### src/dctm_defs.svh
// Constants for the dual counter/timer: APB offsets, field positions,
// reset values and timing counts.
// Assumes inclusion by the top design file and the testbench only.
`ifndef DCTM_DEFS_SVH
`define DCTM_DEFS_SVH

// ----------------------------------------------------------------
// Register byte offsets
// ----------------------------------------------------------------
`define DCTM_OFS_A_LOW 12'h000
`define DCTM_OFS_A_HIGH 12'h004
`define DCTM_OFS_B_LOW 12'h008
`define DCTM_OFS_B_HIGH 12'h00C
`define DCTM_OFS_CTRL 12'h010
`define DCTM_OFS_MODE 12'h014
`define DCTM_OFS_CLKSEL 12'h018
`define DCTM_OFS_EXTCFG 12'h01C
`define DCTM_OFS_IRQEN 12'h020
`define DCTM_OFS_IRQCLR 12'h024

// ----------------------------------------------------------------
// Field positions
// ----------------------------------------------------------------
`define DCTM_CTRL_RUN_A 4
`define DCTM_CTRL_OVF_A 5
`define DCTM_CTRL_RUN_B 6
`define DCTM_CTRL_OVF_B 7
`define DCTM_MODE_A_LSB 0
`define DCTM_MODE_GATE_A 3
`define DCTM_MODE_CSEL_A 2
`define DCTM_MODE_B_LSB 4
`define DCTM_MODE_CSEL_B 6
`define DCTM_MODE_GATE_B 7
`define DCTM_CLK_SCA_LSB 0
`define DCTM_CLK_SYS_A 3
`define DCTM_CLK_SYS_B 4
`define DCTM_EXT_POL_A 3
`define DCTM_EXT_POL_B 7
`define DCTM_IRQ_A 0
`define DCTM_IRQ_B 1

// ----------------------------------------------------------------
// Reset values and timing
// ----------------------------------------------------------------
`define DCTM_RST_BYTE 8'h00
`define DCTM_MAX13 13'h1FFF
`define DCTM_DIV4 6'd4
`define DCTM_DIV12 6'd12
`define DCTM_DIV48 6'd48

`endif

### src/dctm_pkg.sv
// Types shared by the dual counter/timer design.
// Assumes dctm_defs.svh holds all numeric constants.
package dctm_pkg;
    typedef enum logic [1:0] {
        DCTM_MODE13,
        DCTM_MODE16,
        DCTM_MODE8RL,
        DCTM_MODESPLIT
    } dctm_mode_t;
    typedef logic [15:0] dctm_count_t;
endpackage : dctm_pkg

### src/dctm_edge_sync.sv
// Two-flop synchroniser with falling-edge pulse.
// Assumes the pin is asynchronous to core_clk.
`timescale 1ns/10ps
module dctm_edge_sync (
    input wire logic core_clk,
    input wire logic reset,
    input wire logic pinIn,
    output logic syncOut,
    output logic fallPulse
);
    logic meta_r;
    logic sync_r;
    logic prev_r;

    always_ff @(posedge core_clk) begin
        if (reset) begin
            meta_r <= 1'b1;
            sync_r <= 1'b1;
            prev_r <= 1'b1;
        end else begin
            meta_r <= pinIn;
            sync_r <= meta_r;
            prev_r <= sync_r;
        end
    end

    assign syncOut = sync_r;
    // Two successive samples compared, one-cycle enable
    assign fallPulse = prev_r & ~sync_r;
endmodule : dctm_edge_sync

### src/dctm_top.sv
// Dual 16-bit counter/timer with APB register access.
// Assumes an APB master on core_clk; pins are asynchronous.
//
// Summary of operation
// - Counter function increments on each falling edge of the count pin.
// - Events up to a quarter of the system clock are counted.
// - Count is 16 bits, accessed as separate low and high bytes.
// - Each timer has its own independent two-bit mode field.
// - 13-bit mode: high byte is top eight bits, low bits 4..0 bottom.
// - 13-bit wrap from all ones sets overflow flag, may interrupt.
// - Counter-select 1 takes pin edges, 0 takes the internal clock.
// - Sysclk-select 1 uses system clock, 0 uses prescaled clock.
// - Five clock sources via sysclk-select and shared prescale field.
// - Count only with run set and gate off or gate input active; split high byte needs run B only.
// - Setting run resumes from the held value, never clears it.
// - Timer B mirrors A with own bits and second gate polarity.
// - Overflow interrupts only when that timer's enable bit is set.
// - Mode codes: 13-bit, 16-bit, 8-bit reload, split 8-bit (A only).
// - Flag set by hardware, cleared by software or vector acknowledge.
`timescale 1ns/10ps
`include "dctm_defs.svh"
module dctm_top (
    input wire logic core_clk,
    input wire logic reset,
    input wire logic psel,
    input wire logic penable,
    input wire logic pwrite,
    input wire logic [11:0] paddr,
    input wire logic [31:0] pwdata,
    output logic [31:0] prdata,
    output logic pready,
    output logic pslverr,
    input wire logic timerACountPin,
    input wire logic timerBCountPin,
    input wire logic extGateInput,
    input wire logic irqAckA,
    input wire logic irqAckB,
    output logic irqOut
);
    import dctm_pkg::*;

    // ----------------------------------------------------------------
    // Registers
    // ----------------------------------------------------------------
    dctm_count_t cntA_r, cntB_r;
    logic [7:0] ctrl_r, modeReg_r, clkSel_r, extCfg_r, irqEn_r;
    logic [5:0] preCnt_r;
    logic preTick_r;
    logic [31:0] prdata_r;
    logic pready_r, pslverr_r, irq_r;
    logic gateMeta_r, gateSync_r;

    // ----------------------------------------------------------------
    // Pin synchronisation
    // ----------------------------------------------------------------
    logic pinAFall, pinBFall;

    dctm_edge_sync uSyncA (
        .core_clk(core_clk),
        .reset(reset),
        .pinIn(timerACountPin),
        .syncOut(),
        .fallPulse(pinAFall)
    );

    dctm_edge_sync uSyncB (
        .core_clk(core_clk),
        .reset(reset),
        .pinIn(timerBCountPin),
        .syncOut(),
        .fallPulse(pinBFall)
    );

    always_ff @(posedge core_clk) begin
        if (reset) begin
            gateMeta_r <= 1'b0;
            gateSync_r <= 1'b0;
        end else begin
            gateMeta_r <= extGateInput;
            gateSync_r <= gateMeta_r;
        end
    end

    // ----------------------------------------------------------------
    // Prescaler: one-cycle tick at the selected division
    // ----------------------------------------------------------------
    logic [1:0] scaSel;
    logic [5:0] preDiv;
    logic preWrap;
    assign scaSel = clkSel_r[`DCTM_CLK_SCA_LSB +: 2];
    // Divide by 12, 4, 48; code 3 uses the pin B edges as a slow source
    assign preDiv = (scaSel == 2'd0) ? 6'(`DCTM_DIV12) :
                    (scaSel == 2'd1) ? 6'(`DCTM_DIV4) :
                    6'(`DCTM_DIV48);
    assign preWrap = (preCnt_r >= preDiv - 6'd1);

    always_ff @(posedge core_clk) begin
        if (reset) begin
            preCnt_r <= 6'd0;
            preTick_r <= 1'b0;
        end else begin
            preCnt_r <= preWrap ? 6'd0 : preCnt_r + 6'd1;
            preTick_r <= preWrap;
        end
    end

    // Fifth source: code 3 counts synchronised pin-B edges
    logic preClk;
    assign preClk = (scaSel == 2'd3) ? pinBFall : preTick_r;

    // ----------------------------------------------------------------
    // Count enables
    // ----------------------------------------------------------------
    function automatic logic tickSel(input logic csel, input logic sysSel,
                                     input logic pinFall, input logic pre);
        // Pin edge, system clock or prescaled clock
        tickSel = csel ? pinFall : (sysSel ? 1'b1 : pre);
    endfunction : tickSel

    function automatic logic runOk(input logic run, input logic gate,
                                   input logic lvl, input logic pol);
        runOk = run & (~gate | (lvl == pol));
    endfunction : runOk

    dctm_mode_t modeA, modeB;
    assign modeA = dctm_mode_t'(modeReg_r[`DCTM_MODE_A_LSB +: 2]);
    assign modeB = dctm_mode_t'(modeReg_r[`DCTM_MODE_B_LSB +: 2]);

    logic tickA, tickB, tickAH, enA, enB, enAH;
    assign tickA = tickSel(modeReg_r[`DCTM_MODE_CSEL_A],
                           clkSel_r[`DCTM_CLK_SYS_A], pinAFall, preClk);
    // Timer B with its own bits, second polarity
    assign tickB = tickSel(modeReg_r[`DCTM_MODE_CSEL_B],
                           clkSel_r[`DCTM_CLK_SYS_B], pinBFall, preClk);
    // Split-mode high byte: internal clock only
    assign tickAH = clkSel_r[`DCTM_CLK_SYS_A] ? 1'b1 : preClk;
    assign enA = tickA & runOk(ctrl_r[`DCTM_CTRL_RUN_A],
                               modeReg_r[`DCTM_MODE_GATE_A], gateSync_r,
                               extCfg_r[`DCTM_EXT_POL_A]);
    assign enB = tickB & (modeA != DCTM_MODESPLIT)
               & (modeB != DCTM_MODESPLIT)
               & runOk(ctrl_r[`DCTM_CTRL_RUN_B],
                       modeReg_r[`DCTM_MODE_GATE_B], gateSync_r,
                       extCfg_r[`DCTM_EXT_POL_B]);
    assign enAH = tickAH & ctrl_r[`DCTM_CTRL_RUN_B];

    // ----------------------------------------------------------------
    // Counter next values and overflow
    // ----------------------------------------------------------------
    function automatic logic [16:0] stepCnt(input dctm_mode_t m,
                                            input dctm_count_t c);
        logic [12:0] c13;
        logic [8:0] c8;
        c13 = 13'(c[7:0] & 8'h1F) | (13'(c[15:8]) << 5);
        c8 = 9'(c[7:0]) + 9'd1;
        stepCnt = 17'h00000;
        case (m)
            DCTM_MODE13: begin
                // Only low five bits of low byte advance
                stepCnt[15:0] = {8'((c13 + 13'd1) >> 5), c[7:5],
                                 5'((c13 + 13'd1) & 13'h001F)};
                stepCnt[16] = (c13 == `DCTM_MAX13);
            end
            DCTM_MODE16: begin
                stepCnt = 17'(c) + 17'd1;
            end
            DCTM_MODE8RL: begin
                stepCnt[15:8] = c[15:8];
                stepCnt[7:0] = c8[8] ? c[15:8] : c8[7:0];
                stepCnt[16] = c8[8];
            end
            default: begin
                stepCnt[15:8] = c[15:8];
                stepCnt[7:0] = c8[7:0];
                stepCnt[16] = c8[8];
            end
        endcase
    endfunction : stepCnt

    logic [16:0] stepA, stepB;
    logic [8:0] stepAH;
    assign stepA = stepCnt(modeA, cntA_r);
    assign stepB = stepCnt(modeB, cntB_r);
    assign stepAH = 9'(cntA_r[15:8]) + 9'd1;

    logic splitA, ovfA, ovfB;
    assign splitA = (modeA == DCTM_MODESPLIT);
    assign ovfA = enA & stepA[16];
    // In split mode timer B flag belongs to the high byte of A
    assign ovfB = splitA ? (enAH & stepAH[8]) : (enB & stepB[16]);

    // ----------------------------------------------------------------
    // APB decode
    // ----------------------------------------------------------------
    logic wrEn, rdEn;
    logic hitAL, hitAH, hitBL, hitBH, hitCtrl, hitMode, hitClk;
    logic hitExt, hitIrqEn, hitIrqClr, hitAny;
    assign wrEn = psel & penable & pwrite & pready_r;
    assign rdEn = psel & penable & ~pwrite & ~pready_r;
    assign hitAL = (paddr == `DCTM_OFS_A_LOW);
    assign hitAH = (paddr == `DCTM_OFS_A_HIGH);
    assign hitBL = (paddr == `DCTM_OFS_B_LOW);
    assign hitBH = (paddr == `DCTM_OFS_B_HIGH);
    assign hitCtrl = (paddr == `DCTM_OFS_CTRL);
    assign hitMode = (paddr == `DCTM_OFS_MODE);
    assign hitClk = (paddr == `DCTM_OFS_CLKSEL);
    assign hitExt = (paddr == `DCTM_OFS_EXTCFG);
    assign hitIrqEn = (paddr == `DCTM_OFS_IRQEN);
    assign hitIrqClr = (paddr == `DCTM_OFS_IRQCLR);
    assign hitAny = hitAL | hitAH | hitBL | hitBH | hitCtrl | hitMode
                  | hitClk | hitExt | hitIrqEn | hitIrqClr;

    logic [7:0] rdByte;
    assign rdByte = hitAL ? cntA_r[7:0] :
                    hitAH ? cntA_r[15:8] :
                    hitBL ? cntB_r[7:0] :
                    hitBH ? cntB_r[15:8] :
                    hitCtrl ? ctrl_r :
                    hitMode ? modeReg_r :
                    hitClk ? {3'b000, clkSel_r[4:0]} :
                    hitExt ? extCfg_r :
                    hitIrqEn ? {6'b000000, irqEn_r[1:0]} :
                    8'h00;

    // ----------------------------------------------------------------
    // Counters: a software byte write wins over counting
    // ----------------------------------------------------------------
    dctm_count_t cntA_nxt, cntB_nxt;
    always_comb begin
        cntA_nxt = cntA_r;
        if (splitA && enAH) begin
            cntA_nxt[15:8] = stepAH[7:0];
        end
        if (enA) begin
            cntA_nxt[7:0] = stepA[7:0];
            if (!splitA) begin
                cntA_nxt[15:8] = stepA[15:8];
            end
        end
        if (wrEn && hitAL) begin
            cntA_nxt[7:0] = pwdata[7:0];
        end
        if (wrEn && hitAH) begin
            cntA_nxt[15:8] = pwdata[7:0];
        end
        cntB_nxt = enB ? stepB[15:0] : cntB_r;
        if (wrEn && hitBL) begin
            cntB_nxt[7:0] = pwdata[7:0];
        end
        if (wrEn && hitBH) begin
            cntB_nxt[15:8] = pwdata[7:0];
        end
    end

    // Run bit is plain storage: counters never reset on start
    always_ff @(posedge core_clk) begin
        if (reset) begin
            cntA_r <= 16'h0000;
            cntB_r <= 16'h0000;
        end else begin
            cntA_r <= cntA_nxt;
            cntB_r <= cntB_nxt;
        end
    end

    // ----------------------------------------------------------------
    // Control, flags and configuration
    // ----------------------------------------------------------------
    logic [7:0] ctrl_nxt;
    logic clrA, clrB;
    assign clrA = irqAckA | (wrEn & hitIrqClr & pwdata[`DCTM_IRQ_A]);
    assign clrB = irqAckB | (wrEn & hitIrqClr & pwdata[`DCTM_IRQ_B]);
    always_comb begin
        ctrl_nxt = (wrEn && hitCtrl) ? pwdata[7:0] : ctrl_r;
        if (clrA) begin
            ctrl_nxt[`DCTM_CTRL_OVF_A] = 1'b0;
        end
        if (clrB) begin
            ctrl_nxt[`DCTM_CTRL_OVF_B] = 1'b0;
        end
        // Hardware set wins over any clear in the same cycle
        if (ovfA) begin
            ctrl_nxt[`DCTM_CTRL_OVF_A] = 1'b1;
        end
        if (ovfB) begin
            ctrl_nxt[`DCTM_CTRL_OVF_B] = 1'b1;
        end
    end

    always_ff @(posedge core_clk) begin
        if (reset) begin
            ctrl_r <= `DCTM_RST_BYTE;
            modeReg_r <= `DCTM_RST_BYTE;
            clkSel_r <= `DCTM_RST_BYTE;
            extCfg_r <= `DCTM_RST_BYTE;
            irqEn_r <= `DCTM_RST_BYTE;
        end else begin
            ctrl_r <= ctrl_nxt;
            if (wrEn && hitMode) begin
                modeReg_r <= pwdata[7:0];
            end
            if (wrEn && hitClk) begin
                clkSel_r <= pwdata[7:0];
            end
            if (wrEn && hitExt) begin
                extCfg_r <= pwdata[7:0];
            end
            if (wrEn && hitIrqEn) begin
                irqEn_r <= pwdata[7:0];
            end
        end
    end

    // ----------------------------------------------------------------
    // APB answer and interrupt output
    // ----------------------------------------------------------------
    always_ff @(posedge core_clk) begin
        if (reset) begin
            pready_r <= 1'b0;
            pslverr_r <= 1'b0;
            prdata_r <= 32'h00000000;
            irq_r <= 1'b0;
        end else begin
            pready_r <= psel & penable & ~pready_r;
            pslverr_r <= psel & penable & ~pready_r & ~hitAny;
            prdata_r <= rdEn ? {24'h000000, rdByte} : 32'h00000000;
            irq_r <= (ctrl_nxt[`DCTM_CTRL_OVF_A] & irqEn_r[`DCTM_IRQ_A])
                   | (ctrl_nxt[`DCTM_CTRL_OVF_B]
                      & irqEn_r[`DCTM_IRQ_B]);
        end
    end

    assign prdata = prdata_r;
    assign pready = pready_r;
    assign pslverr = pslverr_r;
    assign irqOut = irq_r;
endmodule : dctm_top

### config.mk
export PLATFORM = sky130hd
export DESIGN_NAME = dctm_top
export DESIGN_NICKNAME = d
export VERILOG_FILES = /design/src/dctm_pkg.sv /design/src/dctm_edge_sync.sv /design/src/dctm_top.sv
export VERILOG_INCLUDE_DIRS = /design/src
export SDC_FILE = /design/constraint.sdc
export NUM_CORES = 1
export LEC_CHECK = 0
export ABC_CLOCK_PERIOD_IN_PS = 2100
export CORE_MARGIN = 2
export CORE_UTILIZATION = 40
export CTS_BUF_LIST = sky130_fd_sc_hd__clkbuf_16
export CTS_CLUSTER_SIZE = 8
export DETAILED_ROUTE_END_ITERATION = 10
export DONT_BUFFER_PORTS = 1
export GPL_ROUTABILITY_DRIVEN = 0
export SLEW_MARGIN = 20
export SYNTH_ARGS = -nofsm -noshare
export SYNTH_HDL_FRONTEND = slang
export SYNTH_SLANG_ARGS = --single-unit
### constraint.sdc
create_clock -name core_clk -period 2.1 [get_ports core_clk]
set_input_delay 0.42 -clock core_clk [delete_from_list [all_inputs] [get_ports core_clk]]
set_output_delay 0.42 -clock core_clk [all_outputs]
set_load 0.01 [all_outputs]
Word-level counts from Yosys, hierarchy flattened
Index checks and enable logic that the tools add are counted.
{"block": "totals", "register_bits": 113, "input_bits": 54, "wordCells": 170}
{"block": "op_classes", "bitwise": 48, "order_cmp": 1, "n_addsub": 9, "reduce_logical": 24, "muxes": 34, "n_eq_ne": 27}
{"operator": "$mux 8", "n": 17}
{"operator": "$pmux 17 s3", "n": 2}
{"operator": "$eq 12x5->1 const B", "n": 4}
{"operator": "$add 16x1->17 const B", "n": 2}
{"operator": "$mux 16", "n": 2}
{"operator": "$add 8x1->9 const B", "n": 3}
{"operator": "$add 13x1->13 const B", "n": 2}
{"operator": "$eq 13x13->1 const B", "n": 2}
{"operator": "$or 5x13->13", "n": 2}
{"operator": "$and 1x1->1", "n": 24}
{"operator": "$eq 12x4->1 const B", "n": 2}
{"operator": "$eq 12x6->1 const B", "n": 2}
{"operator": "$or 1x1->1", "n": 14}
{"operator": "$eq 12x3->1 const B", "n": 1}
{"operator": "$logic_not 12->1", "n": 1}
{"operator": "$mux 6", "n": 2}
{"operator": "$logic_and 1x1->1", "n": 10}
{"operator": "$mux 1", "n": 10}
{"operator": "$ne 2x2->1 const B", "n": 5}
{"operator": "$eq 2x2->1 const B", "n": 4}
{"operator": "$not 1->1", "n": 8}
{"operator": "$add 6x1->6 const B", "n": 1}
{"operator": "$eq 2x1->1 const B", "n": 3}
{"operator": "$ge 6x6->1", "n": 1}
{"operator": "11 further kinds", "n": 19}

Depth between registers and ports, before layout
Gate-level depths: netlist of run 1.
{"block": "logic_depth", "depth_word": 13, "ltp_mapped": 9, "mapped_depth_nobuf": 8}

Hierarchy
From an unflattened synthesis of run 1, not the netlist that was laid out.
{"block": "unflattened", "hier_cells": 717, "hier_area_um2": 5622.9}
{"module": "dctm_top", "cells_each": 703, "area_each_um2": 5452.7, "n_inst": 1, "seq_area_each_um2": 1661.6}
{"module": "dctm_edge_sync", "cells_each": 7, "area_each_um2": 85.1, "n_inst": 2, "seq_area_each_um2": 60.1}

Least setup slack after synthesis of run 1
No wires, ideal clock.
{"block": "synth_path", "kind": "input port to flip-flop", "startpoint": "input port paddr[2]", "endpoint": "register irq_r (netlist: irqOut)", "path_stages": 7, "t_arrival_ps": 1941, "setup_time_ps": 59, "slack_ps": 100, "t_required_ps": 2041, "cell_sequence": "buf_4 nor4_2 nand4_4 mux2i_1 a2111oi_0 a311o_1 a22o_1"}
{"block": "synth_via", "elab_chain_cells": 8, "elab_cells_between_ends": 16}
{"element": "start, declared", "line_no": "dctm_top.sv:28", "rtl": "input wire logic [11:0] paddr,"}
{"element": "$eq 12x6->1 (no source line)"}
{"element": "$and 1x1->1", "line_no": "dctm_top.sv:271, dctm_top.sv:272"}
{"element": "$and 1x1->1, on equally long branches", "line_no": "dctm_top.sv:271, dctm_top.sv:272"}
{"element": "$or 1x1->1, on equally long branches", "line_no": "dctm_top.sv:271, dctm_top.sv:272"}
{"element": "$mux 1, on equally long branches", "line_no": "dctm_top.sv:275, dctm_top.sv:278"}
{"element": "$mux 1, on equally long branches", "line_no": "dctm_top.sv:282, dctm_top.sv:285"}
{"element": "$and 1x1->1, on equally long branches", "line_no": "dctm_top.sv:327, dctm_top.sv:328"}
{"element": "$or 1x1->1 (*)", "line_no": "dctm_top.sv:327", "rtl": "irq_r <= (ctrl_nxt[`DCTM_CTRL_OVF_A] & irqEn_r[`DCTM_IRQ_A])"}
{"element": "end signal, assigned", "line_no": "dctm_top.sv:327"}
{"element": "end, declared", "line_no": "dctm_top.sv:50", "rtl": "logic pready_r, pslverr_r, irq_r;"}
Mark *: on every way between the ends. The rest lies on a longest branch, timed or not.
A chain may end at the register's enable or synchronous reset.

Worst setup path after layout of run 1
{"block": "layout_path", "startpoint": "register uSyncB.sync_r (netlist: uSyncB.syncOut)", "endpoint": "register cntA_r[13]"}
{"block": "layout_via", "elab_chain_cells": 10, "elab_cells_between_ends": 15}
{"element": "start, declared", "line_no": "dctm_edge_sync.sv:12", "rtl": "logic sync_r;"}
{"element": "start signal, assigned", "line_no": "dctm_edge_sync.sv:22", "rtl": "sync_r <= meta_r;"}
{"element": "$not 1->1 (*)", "line_no": "dctm_edge_sync.sv:29", "rtl": "assign fallPulse = prev_r & ~sync_r;"}
{"element": "$and 1x1->1 (*)", "line_no": "dctm_edge_sync.sv:29"}
{"element": "$mux 1 (*)", "line_no": "dctm_top.sv:109", "rtl": "assign preClk = (scaSel == 2'd3) ? pinBFall : preTick_r;"}
{"element": "$mux 1 (*)", "line_no": "dctm_top.sv:117, dctm_top.sv:136"}
{"element": "$and 1x1->1", "line_no": "dctm_top.sv:145", "rtl": "assign enAH = tickAH & ctrl_r[`DCTM_CTRL_RUN_B];"}
{"element": "$logic_and 1x1->1", "line_no": "dctm_top.sv:231", "rtl": "if (splitA && enAH) begin"}
{"element": "$mux 8", "line_no": "dctm_top.sv:231"}
{"element": "$mux 8", "line_no": "dctm_top.sv:236", "rtl": "if (!splitA) begin"}
{"element": "$mux 16", "line_no": "dctm_top.sv:234", "rtl": "if (enA) begin"}
{"element": "$mux 8", "line_no": "dctm_top.sv:243", "rtl": "if (wrEn && hitAH) begin"}
{"element": "end signal, assigned", "line_no": "dctm_top.sv:261", "rtl": "cntA_r <= cntA_nxt;"}
{"element": "end, declared", "line_no": "dctm_top.sv:45", "rtl": "dctm_count_t cntA_r, cntB_r;"}
Mark *: on every way between the ends. The rest lies on a longest branch, timed or not. The select of a mux whose other input is x is not followed.

==> results of run 1 <==
## cell type report
class                           instances  share of cell area
Multi-Input combinational cell        557               0.562
Sequential cell                        89               0.287
Timing Repair Buffer                   52              0.0627
Clock buffer                            9              0.0362
Tap cell                              180              0.0362
Clock inverter                          7              0.0113
Inverter                                8             0.00483
## flip-flops by register name, summed over array words and instances, names as in the netlist
register / cells
clkSel_r: 5
uSyncB.meta_r: 1
cntB_r: 16
cntA_r: 16
uSyncA.prev_r: 1
irqEn_r: 2
ctrl_r: 8
gateSync_r: 1
preCnt_r: 6
uSyncA.meta_r: 1
uSyncB.syncOut: 1
gateMeta_r: 1
modeReg_r: 8
pready: 1
uSyncA.syncOut: 1
extCfg_r: 8
prdata: 8
uSyncB.prev_r: 1
preTick_r: 1
pslverr: 1
irqOut: 1
## logic make-up after synthesis
kind of cell | after synthesis | share of synthesized area
adder cells (fa/ha/maj) | 8 | 0.0179
buffers and inverters | 77 | 0.0726
flip-flops | 89 | 0.319
other | 2 | 0.00135
XOR/XNOR | 20 | 0.0314
AO/OA/AOI/OAI | 174 | 0.212
AND/OR/NAND/NOR | 304 | 0.290
multiplexers | 26 | 0.0563
## metal layers
metal / track usage / part of all wire
met5: 0 / 0
met4: 0.0912 / 0.029
met3: 0.0515 / 0.068
met2: 0.383 / 0.47
met1: 0.310 / 0.43
## final timing paths
path	start	endpoint	slack, ns	cells after the start
max	uSyncB.syncOut$_SDFF_PP1_	cntA_r[13]$_SDFFE_PP0P_	0.1	7
min	reset	cntA_r[1]$_SDFFE_PP0P_	0.14	1
max reg2reg	uSyncB.syncOut$_SDFF_PP1_	cntA_r[13]$_SDFFE_PP0P_	0.1	7
min reg2reg	uSyncB.meta_r$_SDFF_PP1_	uSyncB.syncOut$_SDFF_PP1_	0.41	1
## power by group
group          internal (uW)  switching, uW
sequential              1700           8.54
clock                    920            704
combinational           39.1           59.2
total                   2660            772
## per-stage QoR
| step | instances | util | worst slack (ns) | area (um2) | setup TNS, ns |
|---|---|---|---|---|---|
| after floorplan | 723 | - | 0.100 | 5670 | 0 |
| after global placement | 882 | 0.427 | 0.0646 | 5880 | 0 |
| after detailed placement | 882 | 0.427 | -0.0163 | 5880 | -0.0163 |
| after CTS | 898 | 0.448 | 0.0416 | 6170 | 0 |
| after global routing | 902 | 0.452 | -0.0197 | 6220 | -0.0373 |
| final | 902 | 0.452 | 0.0986 | 6220 | 0 |
## worst register-to-register path, cell delays in order (launching register included)
cell and delay [ns]:
dfxtp_1 0.35, and4b_1 0.20, a2111o_1 0.50, nand2_4 0.17, buf_4 0.15, o22ai_1 0.09
a31o_1 0.24, a211oi_1 0.21
## Yosys cell counts, types with 4 or more instances
cell / number / share of area
a211oi_1: 20 / 0.027
a21o_1: 7 / 0.0094
a21oi_1: 49 / 0.044
a22oi_1: 7 / 0.0094
a31oi_1: 6 / 0.0067
and2_1: 4 / 0.0045
and3_1: 11 / 0.012
and4_1: 6 / 0.0094
buf_2: 8 / 0.0072
buf_4: 26 / 0.035
clkbuf_1: 31 / 0.021
dfxtp_1: 89 / 0.32
ha_1: 8 / 0.018
inv_1: 7 / 0.0047
mux2i_1: 19 / 0.034
mux4_2: 4 / 0.016
nand2_1: 88 / 0.059
nand2b_1: 8 / 0.0090
nand3_1: 22 / 0.020
nand4_1: 11 / 0.012
nor2_1: 69 / 0.046
nor2b_1: 11 / 0.012
nor3_1: 19 / 0.017
nor4_1: 9 / 0.010
nor4_2: 4 / 0.0090
o21ai_0: 29 / 0.026
o22ai_1: 6 / 0.0067
or2_2: 8 / 0.0090
or3_1: 6 / 0.0067
xnor2_1: 12 / 0.019
xor2_1: 8 / 0.013
## timing repair
action	in CTS	in global routing
setup endpoints to repair	0	11
setup buffers	0	4
gates resized for setup	0	11
==> impl_metrics.py, run 1 <==
metrics = {
    "timing": {
        "hold_slack_ns": 0.136,
        "setup_viol": 0,
        "fin_crit_sh": 0.953,
        "tightestPinTransition_ns": 0.610,
        "drv_slew": 0,
        "max_freq_ghz": 0.500,
        "relSlewSlack": 0.593,
        "fin_worst_skew_ns": 0.00755,
        "hold_viol": 0,
        "period_minus_slack_ns": 2.00,
    },
    "final_layout": {
        "multi_input_area_um2": 3500,
        "nNetsFinal": 779,
        "layout_commonest_cell": "nand2_1",
        "fill_cells": 1398,
        "area_growth_pct": 11.5,
        "regArea_um2": 1780,
        "num_antenna_cells": 0,
        "drive_above_1_share": 0.162,
        "final_cell_mix": "nand2_1 (88), dfxtp_1 (87), nor2_1 (67), buf_4 (52), a21oi_1 (49)",
    },
    "logic_synthesis": {
        "seq_area_frac_synth": 0.319,
        "async_flop_share": 0,
        "netlist_instances": 700,
        "ys_types": 83,
        "synth_seq_cells": 89,
        "synth_area_per_cell_um2": 7.97,
        "synth-edff-count": 0,
        "synth_flop_cell": "dfxtp_1",
        "ys_warn_count": 0,
        "syn_area_um2": 5580,
    },
    "place": {
        "dpl.hpwl_um": 12400,
        "io_buffers": 0,
    },
    "clock_network": {
        "numCtsBuffers": 9,
        "clk_path_buf_depth": 2,
        "clock_sinks": 89,
        "clock-root-buffer": "clkbuf_16",
        "cts_tree": "built",
        "hold_buffers": 0,
        "cts_htree_levels": 3,
        "clk_pin_slew_worst_paths_ns": 0.07,
        "clk_latency_ns": 0.35,
    },
    "global_route": {
        "grt_remaining_overflow": 0,
        "grt_pass1_vias": 4934,
        "gr-usage-all-layers": 0.237,
        "grt_pass1_wl_um": 27100,
        "antenna_found_initial": 0,
        "grt_start_max_net_pins": 74,
    },
    "floorplan": {
        "io_pins": 89,
        "die_w_um": 122,
        "start_util": 0.405,
        "die_area_um2": 14900,
        "fp.dieH_um": 122,
        "row_count": 43,
        "core_um2": 13800,
    },
    "routing": {
        "antenna_left": 0,
        "wl_um": 17200,
        "viasPerCell": 5.87,
        "drt_iter0_drc": 453,
        "drc": 0,
        "vias": 5291,
        "drtPass1Iterations": 5,
        "wl_per_cell_um": 19.0,
    },
    "power": {
        "p_leak_uw": 0.00232,
        "peakVddDrop_mv": 0.431,
        "p_per_area_nw_per_um2": 551,
        "finalPower_uw": 3430,
    },
    "critical_path": {
        "worstPathCellList": "and4b_1, a2111o_1, nand2_4, buf_4, o22ai_1, a31o_1, a211oi_1",
        "crit_buf_inv": 1,
        "crit_arrival_ns": 2.26,
        "critical_path_peak_fanout": 7,
        "slowest_delay_ns": 0.50,
        "critical_path.startpoint_type": "register",
        "critical_path.endpoint_type": "register",
        "crit_family": "compound AO/OA/AOI/OAI gates",
        "critPathKind": "register to register",
        "cp_slowest_cell": "a2111o_1",
        "required_ns": 2.35,
    },
    "run": {
        "maxCapViolations": 0,
    },
    "min_path": {
        "hold_path_class": "input port to register",
    },
    "outcome": {
        "outcome": "complete, no violations",
    },
}
Power figures use the tool's default switching activity.
==> run 2, diff against run 1 <==
CELL_PAD_IN_SITES_DETAIL_PLACEMENT = 1   (was default)
CELL_PAD_IN_SITES_GLOBAL_PLACEMENT = 2   (was default)
CORE_UTILIZATION = 34   (was 40)
PLACE_DENSITY_LB_ADDON = 0.1   (was default)
==> run 2 against run 1 <==
Power down 1.4%; sequential share of layout area shrank 0.86 points; design area grew 3.0%; combinational power increased by 9%; critical endpoint is now cntA_r[15]$_SDFFE_PP0P_; worst hold slack worse by 0.0041 ns.
==> impl_metrics.py, run 2 (synthesized netlist as in run 1, its figures left out) <==
metrics = {
    "critical_path": {
        "critPathKind": "register to register",
        "required_ns": 2.33,
        "crit_arrival_ns": 2.25,
        "critical_path.startpoint_type": "register",
        "critical_path_peak_fanout": 8,
        "critical_path.endpoint_type": "register",
    },
    "clock_network": {
        "numCtsBuffers": 9,
        "clock-root-buffer": "clkbuf_16",
        "clk_pin_slew_worst_paths_ns": 0.07,
        "hold_buffers": 0,
        "clk_path_buf_depth": 2,
        "clk_latency_ns": 0.36,
        "clock_sinks": 89,
        "cts_htree_levels": 3,
        "cts_tree": "built",
    },
    "global_route": {
        "grt_pass1_vias": 5474,
        "busiest_layer": "met2",
        "grt_remaining_overflow": 0,
        "gr-usage-all-layers": 0.239,
        "use_met2": 0.396,
        "grt_util_met1": 0.303,
        "antenna_found_initial": 0,
        "grt_pass1_wl_um": 32200,
        "grt_start_max_net_pins": 74,
        "grt_use_met3": 0.0346,
    },
    "routing": {
        "vias": 5334,
        "wl_per_cell_um": 21.5,
        "drtPass1Iterations": 5,
        "drt_iter0_drc": 370,
        "viasPerCell": 5.59,
        "drc": 0,
        "wl_um": 20500,
        "antenna_left": 0,
    },
    "floorplan": {
        "row_count": 46,
        "start_util": 0.350,
        "die_area_um2": 17500,
        "die_w_um": 132,
        "fp.dieH_um": 132,
        "core_um2": 15900,
        "io_pins": 89,
    },
    "final_layout": {
        "num_antenna_cells": 0,
        "regArea_um2": 1780,
        "largestRegisters": "cntA_r x16, cntB_r x16",
        "final_cell_mix": "nand2_1 (88), dfxtp_1 (88), nor2_1 (69), buf_4 (67), a21oi_1 (48)",
        "area_growth_pct": 14.9,
        "multi_input_area_um2": 3520,
        "fill_cells": 1972,
        "drive_above_1_share": 0.183,
        "post-route-util": 0.402,
        "nNetsFinal": 796,
    },
    "power": {
        "p_per_area_nw_per_um2": 528,
        "pwr-share-clk": 0.464,
        "seq_power_share": 0.505,
        "p_switching_uw": 828,
        "p_int_uw": 2560,
        "peakVddDrop_mv": 0.389,
        "sw_frac_of_total": 0.245,
        "p_leak_uw": 0.00243,
        "finalPower_uw": 3380,
        "p_comb_frac": 0.032,
    },
    "place": {
        "dpl.hpwl_um": 15300,
        "post-place-ws_ns": -0.0674,
        "io_buffers": 0,
    },
    "timing": {
        "relSlewSlack": 0.615,
        "fin_tns_setup_ns": 0,
        "drv_slew": 0,
        "setup_viol": 0,
        "fin_crit_sh": 0.961,
        "tightestPinTransition_ns": 0.574,
        "max_freq_ghz": 0.495,
        "setup_ws_ns": 0.0817,
        "rsz0062_at_grt": "true",
        "hold_slack_ns": 0.132,
        "hold_viol": 0,
        "period_minus_slack_ns": 2.02,
        "fin_worst_skew_ns": 0.00970,
    },
    "run": {
        "maxCapViolations": 0,
    },
    "outcome": {
        "outcome": "complete, no violations",
    },
    "min_path": {
        "hold_path_class": "input port to register",
    },
}
-- run 2: cell count changes in the layout (fill, tap and decap cells not counted), sizes merged --
| cell | previous run | this run |
|---|---|---|
| buf | 52 | 69 |
| inv | 9 | 11 |
| bufinv | 1 | 0 |
| clkinvlp | 2 | 1 |
-- run 2: final timing paths --
check	startpoint	to	slack, ns	depth (start not counted)
worst min-delay path	reset	cntA_r[1]$_SDFFE_PP0P_	0.13	1
worst max-delay path	uSyncB.syncOut$_SDFF_PP1_	cntA_r[15]$_SDFFE_PP0P_	0.08	6
worst max register to register	uSyncB.syncOut$_SDFF_PP1_	cntA_r[15]$_SDFFE_PP0P_	0.08	6
worst min register to register	uSyncA.meta_r$_SDFF_PP1_	uSyncA.syncOut$_SDFF_PP1_	0.41	1
-- run 2: power by group through the flow --
| stage | registers, uW | logic (uW) | clock network, uW |
|---|---|---|---|
| 5_1_grt | 1710 | 118 | 1690 |
| 4_1_cts | 1710 | 106 | 1620 |
| 2_1_floorplan | 1740 | 158 | 0 |
| 3_5_place_dp | 1750 | 106 | 0 |
| 6_report | 1710 | 107 | 1570 |
| 3_3_place_gp | 1750 | 104 | 0 |
-- run 2: repair_timing --
item / in CTS / in global routing
setup buffers: 3 / 4
endpoints found under the setup margin: 3 / 20
pin swaps: 2 / 3
resized for setup: 1 / 11
-- run 2: cell type report --
| cell class | count | area share |
|---|---|---|
| tap | 216 | 0.0421 |
| clock inverter | 7 | 0.00800 |
| timing repair buffer | 69 | 0.0833 |
| inverter | 8 | 0.00468 |
| sequential | 89 | 0.278 |
| clock buffer | 9 | 0.0351 |
| multi-input combinational | 557 | 0.549 |
-- run 2: per-layer routing --
layer	wire [um]	vias to the layer above	part of all wire
li1	-	2558	-
met1	8850	2628	0.43
met2	9950	116	0.49
met3	969	32	0.047
met4	711	0	0.035
met5	0	-	0
-- run 2: through the flow --
step | std cells | cell area [um2]
after detailed placement | 932 | 6030
after floorplan | 723 | 5670
after global placement | 932 | 6030
final | 955 | 6410
after CTS | 951 | 6340
after global routing | 955 | 6410
-- run 2: critical path: stages, from the launching register on --
cell and delay [ns]:
dfxtp_1 0.36, and4b_1 0.21, a2111o_1 0.49, nand2_4 0.20, nor2_1 0.11, a2111oi_1 0.44
nor4_1 0.09
